## src/design/nvram_port_pkg.sv

```systemverilog
package nvram_port_pkg;
   localparam int unsigned clk_period_ns = 8;
   localparam int unsigned addr_width = 17;
   localparam int unsigned data_width = 16;
   // Times in ns as printed.
   localparam int unsigned min_cycle_time_ns = 35;
   localparam int unsigned addr_to_data_delay_ns = 35;
   localparam int unsigned select_to_data_delay_ns = 35;
   localparam int unsigned oe_to_data_delay_ns = 15;
   localparam int unsigned lane_to_data_delay_ns = 15;
   localparam int unsigned select_high_to_float_ns = 15;
   localparam int unsigned oe_high_to_float_ns = 10;
   localparam int unsigned strobe_high_hold_ns = 2;
   localparam int unsigned write_pulse_ns = 15;
   localparam int unsigned addr_to_write_end_oe_low_ns = 20;
   localparam int unsigned data_setup_ns = 10;
   localparam int unsigned write_recovery_ns = 12;
   localparam int unsigned strobe_high_to_drive_ns = 3;
   localparam int unsigned startup_time_ns = 2000000;
   // Cycle counts: least times rounded up, never below one cycle.
   function automatic int unsigned cycles_up(input int unsigned t_ns);
      int unsigned c;
      c = (t_ns + clk_period_ns - 1) / clk_period_ns;
      return (c < 1) ? 1 : c;
   endfunction : cycles_up
   localparam int unsigned cycle_cycles = cycles_up(min_cycle_time_ns);
   localparam int unsigned read_access_cycles = cycles_up(addr_to_data_delay_ns) + 1;
   localparam int unsigned float_cycles = cycles_up(select_high_to_float_ns);
   localparam int unsigned write_low_cycles = cycles_up(addr_to_write_end_oe_low_ns);
   localparam int unsigned recovery_cycles = cycles_up(write_recovery_ns);
   localparam int unsigned startup_cycles = cycles_up(startup_time_ns);
   localparam logic [7:0] cnt_one = 8'h01;
   typedef enum logic [2:0] {
      st_boot = 3'b000,
      st_idle = 3'b001,
      st_read = 3'b011,
      st_rgap = 3'b010,
      st_write = 3'b110,
      st_wrec = 3'b111,
      st_gap = 3'b101
   } state_type;
endpackage : nvram_port_pkg

```

## src/design/nvram_port_ctrl.sv

```systemverilog
// Notes on behaviour
// - Write strobe high through every read.
// - Reads last 35 ns; data follows address.
// - Raised strobes stay high at least 2 ns.
// - Select falls spaced by at least 35 ns.
// - Write strobe low at least 15 ns.
// - Address set early, held 12 ns after write.
// - Write data valid 10 ns before write end.
// - Select low 15 ns, write cycle 35 ns.
// - Hold select and strobe high 2 ms after power.
module nvram_port_ctrl
   import nvram_port_pkg::*;
#(
   parameter int unsigned startup_count = startup_cycles
) (
   input wire logic mclk,
   input wire logic rst_b,
   input wire logic req_valid,
   output logic req_ready,
   input wire logic req_write,
   input wire logic [addr_width-1:0] req_addr,
   input wire logic [data_width-1:0] req_wdata,
   input wire logic [1:0] req_lanes,
   output logic rsp_valid,
   output logic [data_width-1:0] rsp_rdata,
   output logic [addr_width-1:0] mem_addr,
   output logic chip_sel_n,
   output logic write_n,
   output logic out_en_n,
   output logic low_lane_sel_n,
   output logic high_lane_sel_n,
   input wire logic [7:0] low_lane_bus_i,
   output logic [7:0] low_lane_bus_o,
   output logic low_lane_bus_oe,
   input wire logic [7:0] high_lane_bus_i,
   output logic [7:0] high_lane_bus_o,
   output logic high_lane_bus_oe
);
   state_type state_q;
   state_type state_d;
   // The boot counter spans the full startup time at the real clock rate.
   logic [21:0] boot_q;
   logic [21:0] boot_d;
   logic [7:0] cnt_q;
   logic [7:0] cnt_d;
   logic [addr_width-1:0] addr_q;
   logic [addr_width-1:0] addr_d;
   logic [data_width-1:0] wdata_q;
   logic [data_width-1:0] wdata_d;
   logic [data_width-1:0] rdata_q;
   logic [data_width-1:0] rdata_d;
   logic [1:0] lanes_q;
   logic [1:0] lanes_d;
   logic ce_q;
   logic ce_d;
   logic we_q;
   logic we_d;
   logic oe_q;
   logic oe_d;
   logic drv_q;
   logic drv_d;
   logic rsp_q;
   logic rsp_d;

   // Every cnt_q countdown ends on the same value, so one test serves the read, read gap, write and recovery states.
   function automatic logic count_done(input logic [7:0] c);
      return c == cnt_one;
   endfunction : count_done

   // A lane is selected only while the cycle holds chip select low.
   function automatic logic lane_sel_n(input logic ce, input logic en);
      return ~(ce & en);
   endfunction : lane_sel_n

   // Outputs default to idle so that every path leaves the strobes high.
   always_comb begin
      state_d = state_q;
      boot_d = boot_q;
      cnt_d = (cnt_q == 8'h00) ? 8'h00 : cnt_q - cnt_one;
      addr_d = addr_q;
      wdata_d = wdata_q;
      rdata_d = rdata_q;
      lanes_d = lanes_q;
      ce_d = 1'b0;
      we_d = 1'b0;
      oe_d = 1'b0;
      drv_d = 1'b0;
      rsp_d = 1'b0;
      case (state_q)
         st_boot: begin
            // Select and strobe stay high until the memory supply has settled.
            if (boot_q == 22'h000000) begin
               state_d = st_idle;
            end else begin
               boot_d = boot_q - 22'h000001;
            end
         end
         st_idle: begin
            if (req_valid) begin
               addr_d = req_addr;
               wdata_d = req_wdata;
               lanes_d = req_lanes;
               ce_d = 1'b1;
               if (req_write) begin
                  // Address and data are set up with the select fall.
                  we_d = 1'b1;
                  drv_d = 1'b1;
                  cnt_d = 8'(write_low_cycles);
                  state_d = st_write;
               end else begin
                  oe_d = 1'b1;
                  cnt_d = 8'(read_access_cycles);
                  state_d = st_read;
               end
            end
         end
         st_read: begin
            ce_d = 1'b1;
            oe_d = 1'b1;
            if (count_done(cnt_q)) begin
               // Both lanes are captured; an unselected lane is left to the requester.
               rdata_d = {high_lane_bus_i, low_lane_bus_i};
               rsp_d = 1'b1;
               ce_d = 1'b0;
               oe_d = 1'b0;
               // The device may drive for up to 15 ns after release.
               cnt_d = 8'(float_cycles);
               state_d = st_rgap;
            end
         end
         st_rgap: begin
            // The gap lets the memory float the bus before the next cycle may drive it.
            if (count_done(cnt_q)) begin
               state_d = st_idle;
            end
         end
         st_write: begin
            ce_d = 1'b1;
            we_d = 1'b1;
            drv_d = 1'b1;
            if (count_done(cnt_q)) begin
               ce_d = 1'b0;
               we_d = 1'b0;
               // Data is held one more cycle past the terminating edge.
               drv_d = 1'b1;
               cnt_d = 8'(recovery_cycles);
               state_d = st_wrec;
            end
         end
         st_wrec: begin
            if (count_done(cnt_q)) begin
               state_d = st_gap;
            end
         end
         st_gap: begin
            // One spare cycle keeps select falls well past the minimum spacing.
            state_d = st_idle;
         end
         default: begin
            state_d = st_idle;
         end
      endcase
   end

   // Reset leaves every strobe high so the memory sees no cycle while in reset.
   always_ff @(posedge mclk or negedge rst_b) begin
      if (!rst_b) begin
         state_q <= st_boot;
         boot_q <= 22'(startup_count);
         cnt_q <= 8'h00;
         addr_q <= '0;
         wdata_q <= '0;
         rdata_q <= '0;
         lanes_q <= 2'h0;
         ce_q <= 1'b0;
         we_q <= 1'b0;
         oe_q <= 1'b0;
         drv_q <= 1'b0;
         rsp_q <= 1'b0;
      end else begin
         state_q <= state_d;
         boot_q <= boot_d;
         cnt_q <= cnt_d;
         addr_q <= addr_d;
         wdata_q <= wdata_d;
         rdata_q <= rdata_d;
         lanes_q <= lanes_d;
         ce_q <= ce_d;
         we_q <= we_d;
         oe_q <= oe_d;
         drv_q <= drv_d;
         rsp_q <= rsp_d;
      end
   end

   // Lane selects are asserted only while the cycle runs.
   // Ready is combinational so a request is taken on the first idle edge.
   assign req_ready = (state_q == st_idle);
   assign rsp_valid = rsp_q;
   assign rsp_rdata = rdata_q;
   assign mem_addr = addr_q;
   assign chip_sel_n = ~ce_q;
   assign write_n = ~we_q;
   assign out_en_n = ~oe_q;
   assign low_lane_sel_n = lane_sel_n(ce_q, lanes_q[0]);
   assign high_lane_sel_n = lane_sel_n(ce_q, lanes_q[1]);
   assign low_lane_bus_o = wdata_q[7:0];
   assign high_lane_bus_o = wdata_q[15:8];
   assign low_lane_bus_oe = drv_q;
   assign high_lane_bus_oe = drv_q;
endmodule : nvram_port_ctrl

```

## config.mk

```make
export PLATFORM = sky130hd
export DESIGN_NAME = nvram_port_ctrl
export DESIGN_NICKNAME = d
export VERILOG_FILES = /design/src/design/nvram_port_pkg.sv /design/src/design/nvram_port_ctrl.sv
export SDC_FILE = /design/constraint.sdc
export NUM_CORES = 1
export LEC_CHECK = 0
export ABC_AREA = 1
export BUFFER_PORTS_ARGS = -buffer_cell sky130_fd_sc_hd__buf_2
export CORE_ASPECT_RATIO = 0.8
export CORE_UTILIZATION = 50
export CTS_CLUSTER_SIZE = 14
export DETAILED_ROUTE_END_ITERATION = 7
export PLACE_DENSITY = 0.87
export SYNTH_ARGS = -nofsm -noshare
export SYNTH_HDL_FRONTEND = slang
export SYNTH_SLANG_ARGS = --single-unit
```

## constraint.sdc

```tcl
create_clock -name mclk -period 4 [get_ports mclk]
set_input_delay 0.2 -clock mclk [delete_from_list [all_inputs] [get_ports mclk]]
set_output_delay 0.2 -clock mclk [all_outputs]
set_load 0.005 [all_outputs]
```

==> results of run 1 <==
cells in the mapped netlist (2+ instances only):
| cell | n | area, um^2 |
|---|---|---|
| xor2_1 | 6 | 52.55 |
| nand2_2 | 3 | 18.77 |
| ha_1 | 5 | 62.56 |
| nor2_4 | 3 | 33.78 |
| dfrtp_1 | 82 | 2052 |
| dfstp_2 | 7 | 183.9 |
| nor2_2 | 4 | 25.02 |
| nand4_1 | 9 | 56.30 |
| buf_6 | 8 | 90.09 |
| nor2_1 | 46 | 172.7 |
| o21ai_1 | 2 | 10.01 |
| inv_1 | 33 | 123.9 |
| buf_2 | 3 | 15.01 |
| nor3_1 | 3 | 15.01 |
| xnor2_1 | 7 | 61.31 |
| nand2_1 | 158 | 593.1 |
| o21ai_0 | 13 | 65.06 |
| nand3_1 | 17 | 85.08 |
| mux2_4 | 35 | 525.5 |
| a21oi_1 | 2 | 10.01 |
sequential cells by signal (all words and copies together) (netlist names), 2 cells and up:
| signal | count |
|---|---|
| boot_q | 22 |
| mem_addr | 17 |
| rsp_rdata | 16 |
| wdata_q | 16 |
| cnt_q | 8 |
| state_q | 3 |
| lanes_q | 2 |
logic make-up (layout without fill, tap and decap cells):
family                   Yosys count  after routing
buffers and inverters             47            163
AO/OA/AOI/OAI                     20             20
adder cells (fa/ha/maj)            5              5
XOR/XNOR                          13             13
flip-flops                        89             89
AND/OR/NAND/NOR                  245            245
multiplexers                      35             35
cell type report:
cell class / count / area (um^2)
clock buffer: 11 / 141.4
clock inverter: 5 / 40.04
fill: 653 / 3053
inverter: 35 / 132.6
multi-input combinational: 318 / 1827
sequential: 89 / 2236
tap: 108 / 135.1
timing repair buffer: 112 / 563.0
stage by stage:
stage / std cells / setup WS, ns
CTS: 678 / 2.036
global route: 678 / 1.826
detailed placement: 662 / 2.066
finish: 678 / 2.014
global placement: 662 / 2.175
floorplan: 454 / 2.562
layer usage:
layer | routed length, um | vias to the layer above
li1 | - | 1650
met5 | 0 | -
met1 | 4228 | 1626
met2 | 4825 | 121
met3 | 719 | 16
met4 | 157 | 0
critical path: cells and delay by family, from the launching register on:
family	cells	cell delay [ns]
fa+ha+maj	1	0.19
buf+inv	2	0.43
flops	1	0.38
simple gates	6	0.89
power by group through the flow:
stage               Sequential [uW]  Combinational [uW]  Clock [uW]
floorplan                      1430                 732           0
global placement               1430                1120           0
detailed placement             1440                1190           0
CTS                            1440                1180         573
global route                   1480                1290         616
finish                         1440                1180         567
final timing paths:
path                                          start                        to  slack [ns]  depth (start not counted)
max                           boot_q[0]$_DFFE_PN0P_     boot_q[6]$_DFFE_PN0P_        2.01                          9
min                                           rst_b        cnt_q[4]$_DFF_PN0_       0.009                          1
max reg2reg                   boot_q[0]$_DFFE_PN0P_     boot_q[6]$_DFFE_PN0P_        2.01                          9
min reg2reg                rsp_rdata[9]$_DFFE_PN0P_  rsp_rdata[9]$_DFFE_PN0P_        0.48                          2
max in group asynchronous                     rst_b    lanes_q[0]$_DFFE_PN0P_        3.27                          1
min in group mclk                 low_lane_bus_i[6]  rsp_rdata[6]$_DFFE_PN0P_        0.04                          3
==> flow_summary.toml, run 1 <==
[status]
run_status = "complete, no violations"

[synth]
yosysSeqAreaShare = 0.5190
synth_edf_count = 0
async_reset_ff_frac = 1.000
synth_cell_types = 28
synthesis.nets = 514
synthXorXnorAreaFrac = 0.02643
syn_area_per_cell_um2 = 9.489
synth_mux_area_frac = 0.1220
syn_area_um2 = 4308
synthFlopType = "dfrtp_1"
synth_top_family_by_area = "simple AND/OR/NAND/NOR gates"
yosys.area_share.simple = 0.2364
synth_cells = 454
synthAdderAreaFrac = 0.01452
synth_compound_area_frac = 0.02469
yosysWarningCount = 0
ys_ff_latch = 89

[global_routing]
grtUsageTotal = 0.2334
grt_antenna_before_repair = 0
gr-total-overflow = 0
first_global_vias = 3512
grt_pass1_wl_um = 16260
gr-max-usage-layer = "met2"
use_met2 = 0.3886
met3_usage = 0.08372
use_met1 = 0.2847
grt_max_degree = 90

[timing]
fin_crit_ns = 1.986
fin_crit_sh = 0.4965
whs_ns = 0.008870
worst_pin_slew_ns = 1.076
finalHoldViolCount = 0
drv_slew = 0
fmax_ghz = 0.5035
slew_headroom = 0.2826
skew_ns = 0.01276
setup_viol = 0
setup_tns_ns = 0
rsz0062_at_grt = "no"

[layout]
final_core_util = 0.6244
final_nets = 625
area_delta_synth_final_pct = 17.80
final_cell_mix = "nand2_1, buf_2, dfrtp_1, nor2_1, mux2_4"
drive_gt1_frac = 0.3193
diodes = 0
stdcell_area_um2 = 5075
final_common_cell = "nand2_1"

[clock_tree]
ctsResizeCount = 0
clock_sinks = 89
numCtsBuffers = 9
cts_hold_buf = 0
path_clk_slew_ns = 0.09
clockBufferDepth = 2
cts-root-buf = "clkbuf_8"
htree_num_levels = 3
clock_latency_ns = 0.35
cts_tree = "done"
cts_setup_buffers = 0

[placement]
dp_hpwl_um = 7298
place_congestion = 0.9037
port_buffers = 112
dpl-instance-area_um2 = 4893

[floorplanning]
pin_count = 113
die_h_um = 85.02
fp-row-count = 29
die_x_um = 105.8
dieArea_um2 = 8993
core-area_um2 = 8128
initial_core_util = 0.5300

[power]
p_int_uw = 2110
seqPwrFrac = 0.453
vdd.ir_drop.worst_uv = 446.3
sw_frac_of_total = 0.3378
p_total_uw = 3186
pwr-share-clk = 0.178
leakagePower_uw = 0.002861
comb_power_share = 0.369
power.density_nw_per_um2 = 627.8
p_sw_uw = 1076

[worst_setup_path]
max_stage_delay_ns = 0.42
start_kind = "register"
critPathSlowestCell = "nand2_2"
worstSetupPathType = "register to register"
crit_path_max_fanout = 29
worstPathRequired_ns = 4.25
crit_path_cell_trace = "inv_1 > ha_1 > nand2_1 > nor2_1 > nand3_1 > nand2_2 > inv_2 > nand3_1 > nand2_1"
end_kind = "register"
arrival_ns = 2.24

[drt]
vias_per_cell = 5.034
drtIter0Drc = 237
firstDrtPassIters = 4
drc_errors = 0
routedWlPerCell_um = 14.65
via_count = 3413
finalWirelength_um = 9930
ant_nets = 0

[flow_run]
drv_cap = 0

[hold_path]
hold_path.class = "input port to async pin"
Power figures use the tool's default switching activity.
==> run 2, diff against run 1 <==
--- a/config.mk
+++ b/config.mk
@@ -5,13 +5,13 @@
 export SDC_FILE = /design/constraint.sdc
 export NUM_CORES = 1
 export LEC_CHECK = 0
-export ABC_AREA = 1
+export ABC_AREA = 0
 export BUFFER_PORTS_ARGS = -buffer_cell sky130_fd_sc_hd__buf_2
 export CORE_ASPECT_RATIO = 0.8
-export CORE_UTILIZATION = 50
+export CORE_UTILIZATION = 46
 export CTS_CLUSTER_SIZE = 14
 export DETAILED_ROUTE_END_ITERATION = 7
-export PLACE_DENSITY = 0.87
+export PLACE_DENSITY = 0.86
 export SYNTH_ARGS = -nofsm -noshare
 export SYNTH_HDL_FRONTEND = slang
 export SYNTH_SLANG_ARGS = --single-unit
==> constraint.sdc (replaced) <==
create_clock -name mclk -period 1.7 [get_ports mclk]
set_input_delay 0.085 -clock mclk [delete_from_list [all_inputs] [get_ports mclk]]
set_output_delay 0.085 -clock mclk [all_outputs]
set_load 0.005 [all_outputs]
==> flow_summary.toml, run 2 <==
[synth]
async_reset_ff_frac = 1.000
yosysMostFrequentCell = "nand2_1"
yosysSeqAreaShare = 0.5863
synth_top_family_by_area = "simple AND/OR/NAND/NOR gates"
syn_area_um2 = 3814
yosysWarningCount = 0
yosys-top-cells-area = "dfrtp_1, nand2_1, dfstp_2"
synth_top_area_share = 0.5381
synth_cell_types = 42
yosys.area_share.simple = 0.2398
synthAdderAreaFrac = 0.01640
ys_ff_latch = 89
yosysTopAreaCell = "dfrtp_1"
synthFlopType = "dfrtp_1"
synth_edf_count = 0
synth_common_cells = "nand2_1, dfrtp_1, xnor2_1"
synthesis.nets = 429
synth_cells = 369
synth_compound_area_frac = 0.02493
synthXorXnorAreaFrac = 0.05971
syn_area_per_cell_um2 = 10.34
synth_mux_area_frac = 0.04724

[layout]
largest_reg_flops = 22
final_cell_mix = "nand2_1, buf_2, dfrtp_1, buf_4, dlygate4sd3_1"
area_delta_synth_final_pct = 54.76
final_nets = 656
drive_gt1_frac = 0.4210
top_register = "boot_q"
diodes = 0
final_common_cell = "nand2_1"
fillers = 491
layoutNonFillerInstCount = 709

[power]
power.density_nw_per_um2 = 1227
vdd.ir_drop.worst_uv = 840.6
leakagePower_uw = 0.003098

[global_routing]
gr-total-overflow = 0
grtUsageTotal = 0.2771
grt_antenna_before_repair = 0
grt_max_degree = 40
grt_pass1_wl_um = 18570
first_global_vias = 3947

[floorplanning]
fp-row-count = 29
initial_core_util = 0.4777
pin_count = 113
die_h_um = 83.44
die_x_um = 103.8
core-area_um2 = 7983
dieArea_um2 = 8661

[worst_setup_path]
crit_path_max_fanout = 4
r2r_end = "boot_q[9]$_DFFE_PN0P_"
arrival_ns = 2.26
worstPathRequired_ns = 1.95
worstSetupPathType = "register to register"
r2r_start = "boot_q[0]$_DFFE_PN0P_"
reg2reg_depth = 8
start_kind = "register"
reg2reg_setup_slack_ns = -0.31
end_kind = "register"

[placement]
port_buffers = 112
place_congestion = 0.8989
placed_cells = 620
dp_hpwl_um = 6287

[timing]
setup_viol = 23
fmax_ghz = 0.4975
fin_crit_ns = 2.010
whs_ns = 0.02888
worst_pin_slew_ns = 0.4602
drv_slew = 0
finalWorstSetupSlack_ns = -0.3099
skew_ns = 0.008836
finalHoldViolCount = 0
slew_headroom = 0.6932
rsz0062_at_grt = "yes"
fin_crit_sh = 1.182

[hold_path]
hold_path.class = "input port to register"
hold_start = "req_valid"
worstHoldEndpoint = "state_q[1]$_DFFE_PN0P_"
hold_depth = 3

[drt]
drc_errors = 0
drtIter0Drc = 188
ant_nets = 0
via_count = 3673
finalWirelength_um = 12400
dr.max_layer_used = "met4"
vias_per_cell = 5.181
wl_met2_um = 6530
wl_met1_um = 4551
wl_met3_um = 801
routedWlPerCell_um = 17.49
firstDrtPassIters = 5

[status]
run_status = "finished with violations"
failed_checks = "setup timing"

[clock_tree]
clock_latency_ns = 0.37
path_clk_slew_ns = 0.09
clockBufferDepth = 2
numCtsBuffers = 9
htree_num_levels = 3
cts_tree = "done"
clock_sinks = 89
cts-root-buf = "clkbuf_8"

[flow_run]
drv_cap = 0
[run 2: cell types whose count changed after synthesis, moves of 4 or more]
cell | previous run | this run
nand4_1 | 9 | 3
buf_2 | 3 | 9
xnor2_1 | 7 | 17
nand3_1 | 17 | 6
mux2_2 | 0 | 16
inv_1 | 33 | 8
nor3_1 | 3 | 7
o21ai_0 | 13 | 8
nor2_1 | 46 | 15
buf_6 | 8 | 0
nor2_2 | 4 | 0
nand2_1 | 158 | 133
clkbuf_1 | 0 | 4
mux2_4 | 35 | 0
[run 2: timing repair]
| item | CTS | global route |
|---|---|---|
| hold endpoints to repair | 84 | 0 |
| hold buffers | 53 | 0 |
| buffers inserted | 3 | 15 |
| gates cloned | 1 | 1 |
| setup endpoints to repair | 38 | 36 |
| resized for setup | 12 | 34 |
| pin swaps | 2 | 16 |
[run 2: cell type report]
cell class / instances / area (um^2) / share of cell area
tap: 108 / 135.1 / 0.02290
clock inverter: 6 / 66.31 / 0.01124
clock buffer: 10 / 137.6 / 0.02332
timing repair buffer: 228 / 1603 / 0.2716
sequential: 89 / 2237 / 0.3791
multi-input combinational: 260 / 1693 / 0.2868
inverter: 8 / 30.03 / 0.005088
[run 2: critical path: stages, from the launching register on]
cell and delay [ns]:
dfrtp_1 0.41, inv_2 0.10, ha_4 0.14, nor4b_4 0.24, nand4_1 0.24, buf_4 0.22, o21ai_4 0.18, and3b_1 0.21
xor2_1 0.14
[run 2: how the worst max path moves through the flow]
stage,cells past startpoint,from,to,slack (ns)
after detailed placement,5,boot_q[7]$_DFFE_PN1P_,boot_q[7]$_DFFE_PN1P_,-0.22
after CTS,7,boot_q[0]$_DFFE_PN0P_,boot_q[7]$_DFFE_PN1P_,-0.18
after global routing,7,boot_q[19]$_DFFE_PN0P_,boot_q[9]$_DFFE_PN0P_,-0.35
final,8,boot_q[0]$_DFFE_PN0P_,boot_q[9]$_DFFE_PN0P_,-0.31
after global placement,5,boot_q[7]$_DFFE_PN1P_,boot_q[7]$_DFFE_PN1P_,-0.17
after floorplan,5,boot_q[5]$_DFFE_PN0P_,boot_q[9]$_DFFE_PN0P_,-0.20
[run 2: cell families (layout without fill, tap and decap cells)]
group | Yosys count | after routing
mux | 16 | 16
xor+xnor | 26 | 26
flops | 89 | 89
simple gates | 196 | 198
compound gates | 15 | 15
fa+ha+maj | 5 | 5
buf+inv | 22 | 252
[run 2: where the power goes]
part | switching (uW) | internal (uW) | total, uW
sequential | 504 | 2850 | 3360
clock | 764 | 724 | 1490
combinational | 1160 | 1230 | 2400
[run 2: metrics by stage]
stage / setup WS, ns / area [um^2] / utilization / power (uW) / setup TNS, ns
floorplan: -0.1958 / 3827 / - / 4344 / -1.616
global placement: -0.1712 / 4800 / 0.6013 / 5292 / -1.232
detailed placement: -0.2167 / 4800 / 0.6013 / 5447 / -2.496
CTS: -0.1808 / 5617 / 0.7036 / 7054 / -1.507
global route: -0.3496 / 5902 / 0.7393 / 7650 / -5.810
finish: -0.3099 / 5902 / 0.7393 / 7243 / -4.494
[run 2: metal layers]
metal / GRT usage / vias up
met2: 0.4994 / 212
li1: - / 1656
met3: 0.06829 / 48
met4: 0.1286 / 0
met5: 0 / -
met1: 0.3089 / 1757
